## src/pdd_pkg.sv

```systemverilog
package pdd_pkg;

    // register and bus geometry
    localparam int PIN_W = 32;
    localparam int HALF_W = 16;
    localparam int APB_AW = 12;
    localparam int IDX_W = 10;

    // printed offsets kept as register indices; byte address is index * 4
    localparam logic [31:0] UPPER_DATA_IDX = 32'hffff1230;
    localparam logic [31:0] LOWER_DATA_IDX = 32'hffff1232;
    localparam logic [31:0] UPPER_DIR_IDX = 32'hffff1234;
    localparam logic [31:0] LOWER_DIR_IDX = 32'hffff1236;
    localparam logic [31:0] UPPER_ALT_IDX = 32'hffff1238;
    localparam logic [31:0] LOWER_ALT_IDX = 32'hffff123a;
    localparam logic [31:0] UPPER_LVL_IDX = 32'hffff123c;
    localparam logic [31:0] LOWER_LVL_IDX = 32'hffff123e;

    // field positions inside a bus word
    localparam int HALF_LO_LSB = 0;
    localparam int HALF_HI_LSB = 16;

    // reset values
    localparam logic [15:0] DATA_RST = 16'h0000;
    localparam logic [15:0] DIR_RST = 16'h0000;
    localparam logic [15:0] ALT_RST = 16'h0000;
    localparam logic [31:0] RDATA_RST = 32'h0000_0000;

    // bus phase of the slave
    typedef enum logic [1:0] {
        PDD_IDLE = 2'b00,
        PDD_WAIT = 2'b01,
        PDD_DONE = 2'b10
    } pdd_phase_e;

    // true when the word index of the bus address selects a register
    function automatic logic pdd_hit(input logic [IDX_W-1:0] word_idx,
                                     input logic [31:0] reg_idx);
        pdd_hit = (word_idx == reg_idx[IDX_W-1:0]);
    endfunction : pdd_hit

    // byte-lane merge of a 16-bit register
    function automatic logic [15:0] pdd_merge(input logic [15:0] old_val,
                                              input logic [15:0] new_val,
                                              input logic [1:0] lanes);
        logic [15:0] res;
        res = old_val;
        if (lanes[0]) begin
            res[7:0] = new_val[7:0];
        end
        if (lanes[1]) begin
            res[15:8] = new_val[15:8];
        end
        pdd_merge = res;
    endfunction : pdd_merge

endpackage : pdd_pkg

```

## src/pdd_pin_view.sv

```systemverilog
`timescale 1ns/10ps
module pdd_pin_view #(
    parameter int WIDTH = 32
) (
    // per-pin configuration and state
    input wire logic [WIDTH-1:0] data,
    input wire logic [WIDTH-1:0] dir,
    input wire logic [WIDTH-1:0] alt,
    input wire logic [WIDTH-1:0] pin_in,
    // value a read returns
    output logic [WIDTH-1:0] view
);

    // output pins show storage; general inputs show the pin; others read 0
    always_comb begin
        view = (dir & data) | (~dir & ~alt & pin_in);
    end

endmodule : pdd_pin_view

```

## src/pdd_port.sv

```systemverilog
// Local design decision: register access over APB.
`timescale 1ns/10ps
module pdd_port
    import pdd_pkg::*;
(
    // apb clock and power-on reset
    input wire logic pclk,
    input wire logic presetn,
    // watchdog reset, synchronous, active high
    input wire logic watchdog_timer_reset,
    // apb request
    input wire logic psel,
    input wire logic penable,
    input wire logic pwrite,
    input wire logic [pdd_pkg::APB_AW-1:0] paddr,
    input wire logic [31:0] pwdata,
    input wire logic [3:0] pstrb,
    // apb answer
    output logic [31:0] prdata,
    output logic pready,
    output logic pslverr,
    // port pins
    input wire logic [pdd_pkg::PIN_W-1:0] pin_in,
    output logic [pdd_pkg::PIN_W-1:0] pin_out,
    output logic [pdd_pkg::PIN_W-1:0] pin_oe
);
    import pdd_pkg::*;

    typedef struct packed {
        pdd_phase_e phase;
        logic [HALF_W-1:0] upper_data;
        logic [HALF_W-1:0] lower_data;
        logic [HALF_W-1:0] upper_dir;
        logic [HALF_W-1:0] lower_dir;
        logic [HALF_W-1:0] upper_alt;
        logic [HALF_W-1:0] lower_alt;
        logic [PIN_W-1:0] oe;
        logic [31:0] rdata;
        logic err;
        logic ready;
    } pdd_state_s;

    localparam pdd_state_s STATE_RST = '{
        phase: PDD_IDLE,
        upper_data: DATA_RST,
        lower_data: DATA_RST,
        upper_dir: DIR_RST,
        lower_dir: DIR_RST,
        upper_alt: ALT_RST,
        lower_alt: ALT_RST,
        oe: {PIN_W{1'b0}},
        rdata: RDATA_RST,
        err: 1'b0,
        ready: 1'b0
    };

    pdd_state_s state_reg;
    pdd_state_s state_next;

    logic [PIN_W-1:0] data_all;
    logic [PIN_W-1:0] dir_all;
    logic [PIN_W-1:0] alt_all;
    logic [PIN_W-1:0] view_all;

    // pin numbering: upper register on pins 31..16, lower on 15..0
    assign data_all = {state_reg.upper_data, state_reg.lower_data};
    assign dir_all = {state_reg.upper_dir, state_reg.lower_dir};
    assign alt_all = {state_reg.upper_alt, state_reg.lower_alt};

    pdd_pin_view #(
        .WIDTH(PIN_W)
    ) u_view (
        .data(data_all),
        .dir(dir_all),
        .alt(alt_all),
        .pin_in(pin_in),
        .view(view_all)
    );

    // address decode
    logic [IDX_W-1:0] word_idx;
    logic hit_upper_data;
    logic hit_lower_data;
    logic hit_upper_dir;
    logic hit_lower_dir;
    logic hit_upper_alt;
    logic hit_lower_alt;
    logic hit_upper_lvl;
    logic hit_lower_lvl;
    logic mapped;

    assign word_idx = paddr[APB_AW-1:2];
    assign hit_upper_data = pdd_hit(word_idx, UPPER_DATA_IDX);
    assign hit_lower_data = pdd_hit(word_idx, LOWER_DATA_IDX);
    assign hit_upper_dir = pdd_hit(word_idx, UPPER_DIR_IDX);
    assign hit_lower_dir = pdd_hit(word_idx, LOWER_DIR_IDX);
    assign hit_upper_alt = pdd_hit(word_idx, UPPER_ALT_IDX);
    assign hit_lower_alt = pdd_hit(word_idx, LOWER_ALT_IDX);
    assign hit_upper_lvl = pdd_hit(word_idx, UPPER_LVL_IDX);
    assign hit_lower_lvl = pdd_hit(word_idx, LOWER_LVL_IDX);
    assign mapped = hit_upper_data | hit_lower_data | hit_upper_dir
        | hit_lower_dir | hit_upper_alt | hit_lower_alt
        | hit_upper_lvl | hit_lower_lvl;

    // read value for the addressed word
    logic [31:0] read_word;
    logic [HALF_W-1:0] wr_lo;
    logic [HALF_W-1:0] wr_hi;

    assign wr_lo = pwdata[HALF_LO_LSB +: HALF_W];
    assign wr_hi = pwdata[HALF_HI_LSB +: HALF_W];

    always_comb begin
        read_word = 32'h0000_0000;
        if (hit_upper_data) begin
            // low half upper register, high half lower register
            read_word[HALF_LO_LSB +: HALF_W] = view_all[31:16];
            read_word[HALF_HI_LSB +: HALF_W] = view_all[15:0];
        end else if (hit_lower_data) begin
            read_word[HALF_LO_LSB +: HALF_W] = view_all[15:0];
        end else if (hit_upper_dir) begin
            read_word[HALF_LO_LSB +: HALF_W] = state_reg.upper_dir;
        end else if (hit_lower_dir) begin
            read_word[HALF_LO_LSB +: HALF_W] = state_reg.lower_dir;
        end else if (hit_upper_alt) begin
            read_word[HALF_LO_LSB +: HALF_W] = state_reg.upper_alt;
        end else if (hit_lower_alt) begin
            read_word[HALF_LO_LSB +: HALF_W] = state_reg.lower_alt;
        end else if (hit_upper_lvl) begin
            read_word[HALF_LO_LSB +: HALF_W] = pin_in[31:16];
        end else if (hit_lower_lvl) begin
            read_word[HALF_LO_LSB +: HALF_W] = pin_in[15:0];
        end
    end

    // next state
    logic do_write;

    always_comb begin
        state_next = state_reg;
        do_write = 1'b0;
        case (state_reg.phase)
            PDD_IDLE: begin
                if (psel && !penable) begin
                    // answer is prepared in the setup cycle
                    state_next.rdata = pwrite ? RDATA_RST : read_word;
                    state_next.err = !mapped;
                    state_next.phase = PDD_WAIT;
                end
            end
            PDD_WAIT: begin
                if (psel && penable) begin
                    do_write = pwrite && mapped;
                    // answer stands only while pready is high
                    state_next.rdata = RDATA_RST;
                    state_next.err = 1'b0;
                    state_next.phase = PDD_DONE;
                end else if (!psel) begin
                    state_next.rdata = RDATA_RST;
                    state_next.err = 1'b0;
                    state_next.phase = PDD_IDLE;
                end
            end
            PDD_DONE: begin
                state_next.rdata = RDATA_RST;
                state_next.err = 1'b0;
                state_next.phase = PDD_IDLE;
                if (psel && !penable) begin
                    state_next.rdata = pwrite ? RDATA_RST : read_word;
                    state_next.err = !mapped;
                    state_next.phase = PDD_WAIT;
                end
            end
            default: begin
                state_next.phase = PDD_IDLE;
            end
        endcase

        if (do_write) begin
            // storage is written whatever the pin function
            if (hit_upper_data) begin
                state_next.upper_data = pdd_merge(state_reg.upper_data,
                    wr_lo, pstrb[1:0]);
                state_next.lower_data = pdd_merge(state_reg.lower_data,
                    wr_hi, pstrb[3:2]);
            end
            if (hit_lower_data) begin
                state_next.lower_data = pdd_merge(state_reg.lower_data,
                    wr_lo, pstrb[1:0]);
            end
            if (hit_upper_dir) begin
                state_next.upper_dir = pdd_merge(state_reg.upper_dir,
                    wr_lo, pstrb[1:0]);
            end
            if (hit_lower_dir) begin
                state_next.lower_dir = pdd_merge(state_reg.lower_dir,
                    wr_lo, pstrb[1:0]);
            end
            if (hit_upper_alt) begin
                state_next.upper_alt = pdd_merge(state_reg.upper_alt,
                    wr_lo, pstrb[1:0]);
            end
            if (hit_lower_alt) begin
                state_next.lower_alt = pdd_merge(state_reg.lower_alt,
                    wr_lo, pstrb[1:0]);
            end
        end

        // watchdog reset clears configuration, never the data
        if (watchdog_timer_reset) begin
            state_next.upper_dir = DIR_RST;
            state_next.lower_dir = DIR_RST;
            state_next.upper_alt = ALT_RST;
            state_next.lower_alt = ALT_RST;
            state_next.phase = PDD_IDLE;
            state_next.rdata = RDATA_RST;
            state_next.err = 1'b0;
        end

        // drive only pins that are output and general purpose
        state_next.oe = {state_next.upper_dir, state_next.lower_dir}
            & ~{state_next.upper_alt, state_next.lower_alt};

        // ready kept in a flop so the bus answer is glitch free
        state_next.ready = (state_next.phase == PDD_WAIT);
    end

    // presetn is the power-on reset; nothing else clears the data
    always_ff @(posedge pclk or negedge presetn) begin
        if (!presetn) begin
            state_reg <= STATE_RST;
        end else begin
            state_reg <= state_next;
        end
    end

    // outputs
    assign prdata = state_reg.rdata;
    assign pready = state_reg.ready;
    assign pslverr = state_reg.err;
    assign pin_out = data_all;
    assign pin_oe = state_reg.oe;

endmodule : pdd_port

```

## config.mk

```make
export PLATFORM = sky130hd
export DESIGN_NAME = pdd_port
export DESIGN_NICKNAME = d
export VERILOG_FILES = /design/src/pdd_pkg.sv /design/src/pdd_pin_view.sv /design/src/pdd_port.sv
export SDC_FILE = /design/constraint.sdc
export NUM_CORES = 1
export LEC_CHECK = 0
export BUFFER_PORTS_ARGS = -buffer_cell sky130_fd_sc_hd__buf_2
export CAP_MARGIN = 15
export CORE_MARGIN = 2
export CORE_UTILIZATION = 40
export DETAILED_ROUTE_END_ITERATION = 8
export GPL_ROUTABILITY_DRIVEN = 1
export PLACE_DENSITY = 0.7
export SETUP_SLACK_MARGIN = 0.5
export SLEW_MARGIN = 5
export SYNTH_ARGS = -nofsm -noshare
export SYNTH_HDL_FRONTEND = slang
export SYNTH_SLANG_ARGS = --single-unit
```

## constraint.sdc

```tcl
create_clock -name pclk -period 2.6 [get_ports pclk]
set_input_delay 0.26 -clock pclk [delete_from_list [all_inputs] [get_ports pclk]]
set_output_delay 0.26 -clock pclk [all_outputs]
set_load 0.03 [all_outputs]
```

==> After elaboration in Yosys (flattened, before gate mapping) <==
Cells that the tools add are included.
{ "word_totals": {"regBits": 164, "input_bits": 86, "out_inout_bits": 98, "elab_cells": 102} }
{ "classes": {"n_eq_ne": 15, "muxes": 44, "bitwise_logic": 15, "reduce_logical": 15} }
{ "ops": {"columns": ["op", "n"], "rows": [
  ["16-bit two-way mux", 15],
  ["33-bit two-way mux", 5],
  ["32-bit bitwise AND", 4],
  ["64-bit two-way mux", 2],
  ["33-bit one-hot mux with 3 select lines", 1],
  ["8-bit two-way mux", 12],
  ["32-bit inverter", 3],
  ["10-bit equality test, second input constant", 8],
  ["32-bit two-way mux", 1],
  ["32-bit bitwise OR", 1],
  ["3-bit AND reduction", 3],
  ["2-bit two-way mux", 4],
  ["4-bit AND reduction", 2],
  ["1-bit bitwise OR", 7],
  ["2-bit one-hot mux with 3 select lines", 1],
  ["2-bit nonzero test", 3],
  ["2-bit by 1-bit equality test with 1-bit output, second input constant", 2],
  ["2-bit != test, second input constant", 2],
  ["4-bit != test, second input constant", 1],
  ["4-bit nonzero test", 1],
  ["1-bit logical AND", 3],
  ["1-bit two-way mux", 3],
  ["3-bit != test, second input constant", 1],
  ["2-bit equality test, second input constant", 1],
  ["2 further kinds", 3]
]} }

==> Longest topological paths before layout <==
Gate-level depths: netlist of run 1.
{ "logic_depth": {"word_depth": 15, "mapped_depth": 8, "depth_no_buf": 7} }

==> Cells and area by module <==
Synthesis of run 1 repeated with hierarchy kept, for this count alone.
{ "unflattened": {"cells_unflattened": 814, "area_unflattened_um2": 9028.7} }
{ "by_module_without_submodules": {"columns": ["module", "n_inst", "cells_each", "area_each_um2", "seq_area_each_um2"], "rows": [
  ["pdd_port", 1, 749, 8622.0, 4103.9],
  ["pdd_pin_view", 1, 65, 406.6, 0.0]
]} }

==> Least setup slack after synthesis of run 1 <==
OpenSTA, ideal clock, no wires.
{ "synth_timing": {"path_type": "reg-to-reg", "from": "reg state_reg[163] in the netlist's numbering", "to": "reg state_reg (netlist bit pin_oe[16])", "setup_time_ps": 81, "t_arrival_ps": 2051, "t_required_ps": 2519, "setup_slack_ps": 468, "path_stages_with_launch": 8, "n_path_buf": 0, "synth_period_minus_slack_ps": 2132, "cell_sequence": "dfrtp_1 inv_1 ha_1 and4_4 nand2_2 nor4_4 mux2i_1 nor3b_2"} }
{ "synth_rtl": {"columns": ["element", "line_no", "text"], "rows": [
  ["from (decl)", "pdd_port.sv:57", "pdd_state_s state_reg;"],
  ["from (signal assigned)", "pdd_port.sv:233", "state_reg <= state_next;"]
]} }

==> Final worst setup path of run 1 <==
{ "layout_timing": {"from": "reg state_reg[163] in the netlist's numbering", "to": "reg state_reg (netlist bit pin_out[2])"} }
{ "layout_via": {"elab_chain_len": 3} }
{ "layout_lines": {"columns": ["element", "line_no", "text"], "rows": [
  ["2-bit by 1-bit equality test with 1-bit output", "pdd_port.sv:142", "case (state_reg.phase)"],
  ["1-bit two-way mux", "pdd_port.sv:142", null],
  ["4-bit AND reduction (no line)", null, null]
]} }
No other way between the ends.
A chain may end at the register's enable or synchronous reset.

==> summary.md, run 1 <==
| Metric | Value |
|---|---|
| Net Count, Synth | `935` |
| CP Capture Type | `register` |
| Buf/Inv on CP | `1` |
| Buffers on Ports | `181` |
| Worst-Margin Slew | `0.698 ns` |
| Levels on crit path | `6` |
| Final WL | `25.3 mm` |
| Vias per cell | `5.48` |
| Io pins | `184` |
| F_max | `476 MHz` |
| Synth Area in Adders | `0.00570` |
| Synth Area in XOR/XNOR | `0` |
| Yosys Warn Count | `0` |
| Worst Path Arrival | `2.38 ns` |
| DRC violations left | `0` |
| Setup TNS | `0 ns` |
| Leakage | `0.00505 µW` |
| Vias | `6814` |
| Largest family of logic cells by synthesized area | `simple AND/OR/NAND/NOR gates` |
| Number of global-route vias before repair | `6858` |
| Largest net degree at the start of global routing | `74` |
| Fill count | `2044` |
| Worst vdd ir | `312 µV` |
| Commonest cells post-synth | `dfrtp_1, nor2_1, buf_4` |
| Seq/Total Area, Yosys | `0.467` |
| Startpoint types | `register` |
| GR Util All Layers | `0.219` |
| Initial antenna violation count | `0` |
| Outcome | `completed` |
| Critical path's top delay family | `simple AND/OR/NAND/NOR gates` |
| Antenna cells | `0` |
| Clock slew at reported path FFs | `0.06 ns` |
| Share of the synthesized area in the top cell type | `0.467` |
| H-tree levels | `4` |
| Synth Area in Compound Gates | `0.119` |
| Post-Synthesis Cell Area | `0.00878 mm²` |
| Final min period | `2.10 ns` |
| Die span in x | `152 µm` |
| First-pass GRT wire length | `39.2 mm` |
| 1st-iter DRT viols | `453` |
| Core ar. | `0.0217 mm²` |
| Final nets | `1042` |
| Most used DFF post-synth | `dfrtp_1` |
| Skew final | `0.00796 ns` |
| GR Overflow Total | `0` |
| DR WL/cell | `20.3 µm` |
| Setup Crit Path Kind | `register to register` |
| Worst Hold Class | `input port to register` |
| CTS tree | `done` |
| Hold path cells | `2` |
| Mean Syn Cell Area | `10.4 µm²` |
| Rows | `54` |
| Share of layout cells above drive strength 1 | `0.341` |
| Required time worst endpoint | `2.88 ns` |
| Critical-path top delay cell | `or4_1` |
| Dominant cell type by area after synthesis | `dfrtp_1` |
| Later-pin clock latency in the skew report | `0.43 ns` |
| Register bit total from synthesis | `164` |
| Post-route ant nets | `0` |
| DRT Pass-1 Iters | `5` |
| Mapped Cells | `845` |
| Max Cap Viol | `0` |
| Mux contribution to synthesized area | `0.137` |
| Initial Utilization | `0.405` |
| Ys async rst share | `1.00` |
| Gp weighted congestion | `0.824` |
| Final hold slack | `0.100 ns` |
| Most common cell in the synthesized netlist | `dfrtp_1` |
| Post-synth EDFFs | `0` |
| Num Clock Sinks | `164` |
| Hold Vio Cnt, Final | `0` |
| CP Max Fanout | `16` |
| Num CTS Buffers | `17` |
| Clock tree buffer depth | `2` |
| Final period util | `0.808` |
| Pwr dens | `568 mW/mm²` |
| Top cells by area, synth | `dfrtp_1, mux2i_1, buf_4, nor2_1, nand2_1` |
| Layout area overhead | `18.0%` |
| CP max stage delay | `0.89 ns` |
| Critical Path, Cell by Cell | `inv_2, ha_4, nand4_1, or4_1, nand2_1, o21ai_0` |
| # setup viols final | `0` |
| Worst r2r path cells | `6` |
| Unrepaired setup endpoints after global routing | `true` |
| Simple-gate area share of the yosys netlist | `0.166` |
| Max_slew headroom | `0.534` |
| Design Power | `5890 µW` |
| Full die area | `0.0232 mm²` |
| Util after Layout | `0.478` |
| Post-synthesis cell type count | `44` |
| Post-DP HPWL | `17.2 mm` |
| Die Height | `152 µm` |
| Slew Limit Fails | `0` |
| Clk root buf | `clkbuf_16` |
-- stage by stage --
step                      setup slack, ns  cells  area [µm²]
after floorplan                     0.521    845        8800
after global placement              0.326   1200        9460
final                               0.500   1244       10400
after global routing                0.355   1244       10400
after CTS                           0.494   1237       10200
after detailed placement            0.296   1200        9460
-- cell families after synthesis --
logic type / Yosys count
compound gates: 154
fa+ha+maj: 4
buf+inv: 146
flops: 164
mux: 117
simple gates: 260
-- final cells by class --
cell class | count | area, µm² | area share
clock buffers | 21 | 440 | 0.0425
inverters | 4 | 15.0 | 0.00145
repair buffers | 229 | 1360 | 0.131
flip-flops and latches | 164 | 4110 | 0.396
multi-input cells | 536 | 3890 | 0.375
well taps | 280 | 350 | 0.0338
clock inverters | 10 | 205 | 0.0198
-- cell usage in the layout, fill, tap and decap left out, types with 2 or more instances in the layout --
cell type / count
nor3b_2: 23
clkbuf_1: 4
nand2_8: 2
nor3_4: 5
nand3_1: 2
nand2b_1: 5
buf_12: 5
inv_1: 3
nand4b_1: 2
mux2_2: 23
buf_6: 6
bufinv_16: 6
nor3b_1: 9
nor4_4: 4
a21oi_1: 25
mux2i_2: 3
clkinv_2: 2
and3b_1: 12
or4_1: 2
o32ai_1: 11
o31ai_1: 13
nor2_1: 101
o21ai_0: 42
a22oi_1: 26
buf_2: 179
nor2_4: 2
ha_1: 3
clkinvlp_4: 2
o211ai_1: 5
nand2_1: 79
clkbuf_16: 17
dfrtp_1: 163
mux2i_1: 90
buf_4: 38
nand4_1: 3
a211oi_1: 2
a221oi_1: 24
-- power by group --
group / leakage, µW / switching [µW] / internal, µW
Sequential: 0.00229 / 4.93 / 2560
Combinational: 0.00246 / 325 / 187
Clock: 0.000307 / 1020 / 1790
-- routing by layer --
metal  GRT usage  vias up  part of all wire
met5           0        -                 0
met4      0.0725        0             0.021
met3      0.0535       41             0.068
met2       0.344      262              0.47
met1       0.299     3383              0.44
li1            -     3128                 -
-- final timing paths --
kind | from | end | slack (ns)
worst max-delay path | state_reg[163]$_DFF_PN0_ | pin_out[2]$_DFFE_PN0P_ | 0.50
worst min register to register | prdata[0]$_DFFE_PN0P_ | prdata[0]$_DFFE_PN0P_ | 0.47
worst max register to register | state_reg[163]$_DFF_PN0_ | pin_out[2]$_DFFE_PN0P_ | 0.50
min in group asynchronous | presetn | pin_oe[21]$_DFF_PN0_ | 0.29
max in group asynchronous | presetn | dir_all[14]$_DFF_PN0_ | 1.58
worst min-delay path | watchdog_timer_reset | state_reg[163]$_DFF_PN0_ | 0.1
-- what timing repair did --
action	in CTS	in global routing
setup endpoints to repair	93	81
cloned	1	0
endpoints found under the hold margin	35	0
resized for setup	9	16
pin swaps	2	7
hold buffers	1	0
setup buffers	4	7
Power figures use the tool's default switching activity.
==> inputs of run 2 (changes only) <==
Settings changed: PLACE_DENSITY 0.7 to 0.73.
Clock period 2.6 ns to 1.7 ns, I/O delays scaled along.
==> run 2 against run 1 <==
  * The flow now finishes with violations (negative setup slack)
  * Total power increased by 51%
  * Sequential power up 53%
  * Critical path type unchanged
  * Non-clock buffer count grew 45
  * Global-route usage up 1.3 points
  * Fmax up 9.9%
  * Sequential share of layout area fell by 4.7 points
  * Worst setup slack worse by 0.71 ns
==> summary.md, run 2 (synthesis results as in run 1) <==
| Metric | Value |
|---|---|
| Commonest cells after routing, fill and taps aside | `dfrtp_1, buf_2, nor2_1, buf_4, nand2_1` |
| Post-DP HPWL | `18.7 mm (+8.5%)` |
| Final worst setup slack | `-0.210 ns (-0.710 ns)` |
| Failing checks | `negative setup slack` |
| 1st-iter DRT viols | `646 (+43%)` |
| Required time worst endpoint | `2.04 ns (-0.84 ns)` |
| Pwr dens | `755 mW/mm² (+33%)` |
| Full die area | `0.0232 mm² (unchanged)` |
| Startpoint types | `register` |
| GR Overflow Total | `0 (unchanged)` |
| Gp weighted congestion | `0.859 (+4.3%)` |
| Layout area overhead | `33.9%` |
| Clk root buf | `clkbuf_16` |
| F_max | `524 MHz (+9.9%)` |
| Leakage | `0.00552 µW (+9.2%)` |
| H-tree levels | `4 (unchanged)` |
| DRT Pass-1 Iters | `6 (+1)` |
| Max_slew headroom | `0.603 (+0.0681)` |
| Final nets | `1086 (+4.2%)` |
| Clock slew at reported path FFs | `0.07 ns (about the same)` |
| Dpl cell area | `0.00983 mm² (+3.9%)` |
| Buffers on Ports | `181 (unchanged)` |
| Die span in x | `152 µm (unchanged)` |
| Placed Cells | `1232 (+2.7%)` |
| Worst vdd ir | `740 µV (+140%)` |
| Setup Crit Path Kind | `register to register` |
| Share of layout cells above drive strength 1 | `0.461 (+0.120)` |
| Initial Utilization | `0.405 (unchanged)` |
| Final WL | `27.9 mm (+10%)` |
| Worst Path Arrival | `2.25 ns (-0.13 ns)` |
| Largest net degree at the start of global routing | `49 (-34%)` |
| Number of global-route vias before repair | `7255 (+5.8%)` |
| Vias per cell | `5.66 (+3.3%)` |
| Core ar. | `0.0217 mm² (unchanged)` |
| Most common cell after layout, fill and taps aside | `dfrtp_1` |
| Worst-Margin Slew | `0.596 ns (-0.102 ns)` |
| Num CTS Buffers | `17 (unchanged)` |
| CP Capture Type | `register` |
| DRC violations left | `0 (unchanged)` |
| Final std cells w/o fill | `1288 (+3.5%)` |
| Hold Vio Cnt, Final | `0 (unchanged)` |
| Final Cell Area | `0.0118 mm² (+14%)` |
| Antenna cells | `0 (unchanged)` |
| Io pins | `184 (unchanged)` |
| # setup viols final | `158 (+158)` |
| Rows | `54 (unchanged)` |
| Final min period | `1.91 ns (-0.190 ns)` |
| GR Util All Layers | `0.232 (+0.0135)` |
| Worst Hold Class | `input port to register` |
| Skew final | `0.00913 ns (+0.00117 ns)` |
| Post-route ant nets | `0 (unchanged)` |
| Num Clock Sinks | `164 (unchanged)` |
| First-pass GRT wire length | `41.9 mm (+6.9%)` |
| Initial antenna violation count | `0 (unchanged)` |
| Final hold slack | `0.0153 ns (-0.0846 ns)` |
| Max Cap Viol | `0 (unchanged)` |
| Slew Limit Fails | `0 (unchanged)` |
| DR WL/cell | `21.6 µm (+6.3%)` |
| Die Height | `152 µm (unchanged)` |
| Later-pin clock latency in the skew report | `0.43 ns (about the same)` |
| CTS tree | `done` |
| Outcome | `finished, violations left` |
| CP Max Fanout | `6 (-10)` |
| Unrepaired setup endpoints after global routing | `true` |
| Clock tree buffer depth | `2 (unchanged)` |
| Final period util | `1.12 (+0.316)` |
| Vias | `7290 (+7.0%)` |
==> run 2: changes by cell type in the layout (fill, tap and decap cells not counted), moves of 6 or more <==
| cell | previous run | this run |
|---|---|---|
| buf_4 | 38 | 87 |
| buf_2 | 179 | 132 |
| mux2i_1 | 90 | 46 |
| mux2i_4 | 1 | 39 |
| o21ai_0 | 42 | 7 |
| buf_6 | 6 | 37 |
| o21ai_1 | 0 | 21 |
| o21ai_2 | 0 | 14 |
| o31ai_1 | 13 | 0 |
| o31ai_2 | 0 | 10 |
| buf_12 | 5 | 14 |
| mux2i_2 | 3 | 9 |
==> run 2: path summary, 6_finish.rpt <==
path                                           from                     end  slack [ns]  depth (start not counted)
setup / recovery           state_reg[163]$_DFF_PN0_    pin_oe[16]$_DFF_PN0_       -0.21                          8
hold / removal                           pwdata[20]  pin_out[4]$_DFFE_PN0P_        0.02                          3
setup reg to reg           state_reg[163]$_DFF_PN0_    pin_oe[16]$_DFF_PN0_       -0.21                          8
hold reg to reg              prdata[13]$_DFFE_PN0P_  prdata[13]$_DFFE_PN0P_        0.48                          2
max in group asynchronous                   presetn    dir_all[6]$_DFF_PN0_        0.85                          3
min in group asynchronous                   presetn   prdata[5]$_DFFE_PN0P_        0.24                          2
==> run 2: repair_timing <==
item,in CTS,in global routing
cloned,1,0
hold buffers,2,0
hold endpoints to repair,37,0
endpoints found under the setup margin,191,199
buffers inserted,14,8
resized for setup,159,112
pin swaps,16,8
==> run 2: cell type report <==
class | count | area, µm²
Sequential cell | 164 | 4100
Fill cell | 1770 | 9920
Inverter | 4 | 15.0
Clock inverter | 12 | 180
Timing Repair Buffer | 274 | 2050
Clock buffer | 19 | 443
Tap cell | 280 | 350
Multi-Input combinational cell | 535 | 4620
==> run 2: metrics by stage <==
step                      TNS [ns]  total power (µW)  utilization  worst slack [ns]
final                       -19.68              8880        0.542            -0.210
after global routing        -33.53              9150        0.542            -0.342
after CTS                   -14.37              8880        0.519            -0.195
after detailed placement    -18.35              4750        0.453            -0.248
after global placement      -13.53              4740        0.453            -0.205
after floorplan             -20.93              4330            -            -0.325
==> run 2: power breakdown <==
| group | total [µW] | switching (µW) | internal, µW |
|---|---|---|---|
| logic | 875 | 557 | 317 |
| clock network | 4090 | 1590 | 2500 |
| registers | 3920 | 6.21 | 3910 |
==> run 2: critical path, stage by stage, from the launching register on <==
cell	delay (ns)
dfrtp_1	0.39
inv_2	0.08
ha_4	0.12
and4_4	0.27
nand2_8	0.09
nor4_4	0.25
buf_6	0.19
mux2i_2	0.23
nor3b_2	0.20
==> run 2: routing by layer <==
metal	up-vias	GRT usage	wire, µm
li1	3225	-	-
met1	3647	0.309	11800
met2	360	0.375	13300
met3	58	0.0503	1990
met4	0	0.0877	785
met5	-	0	0
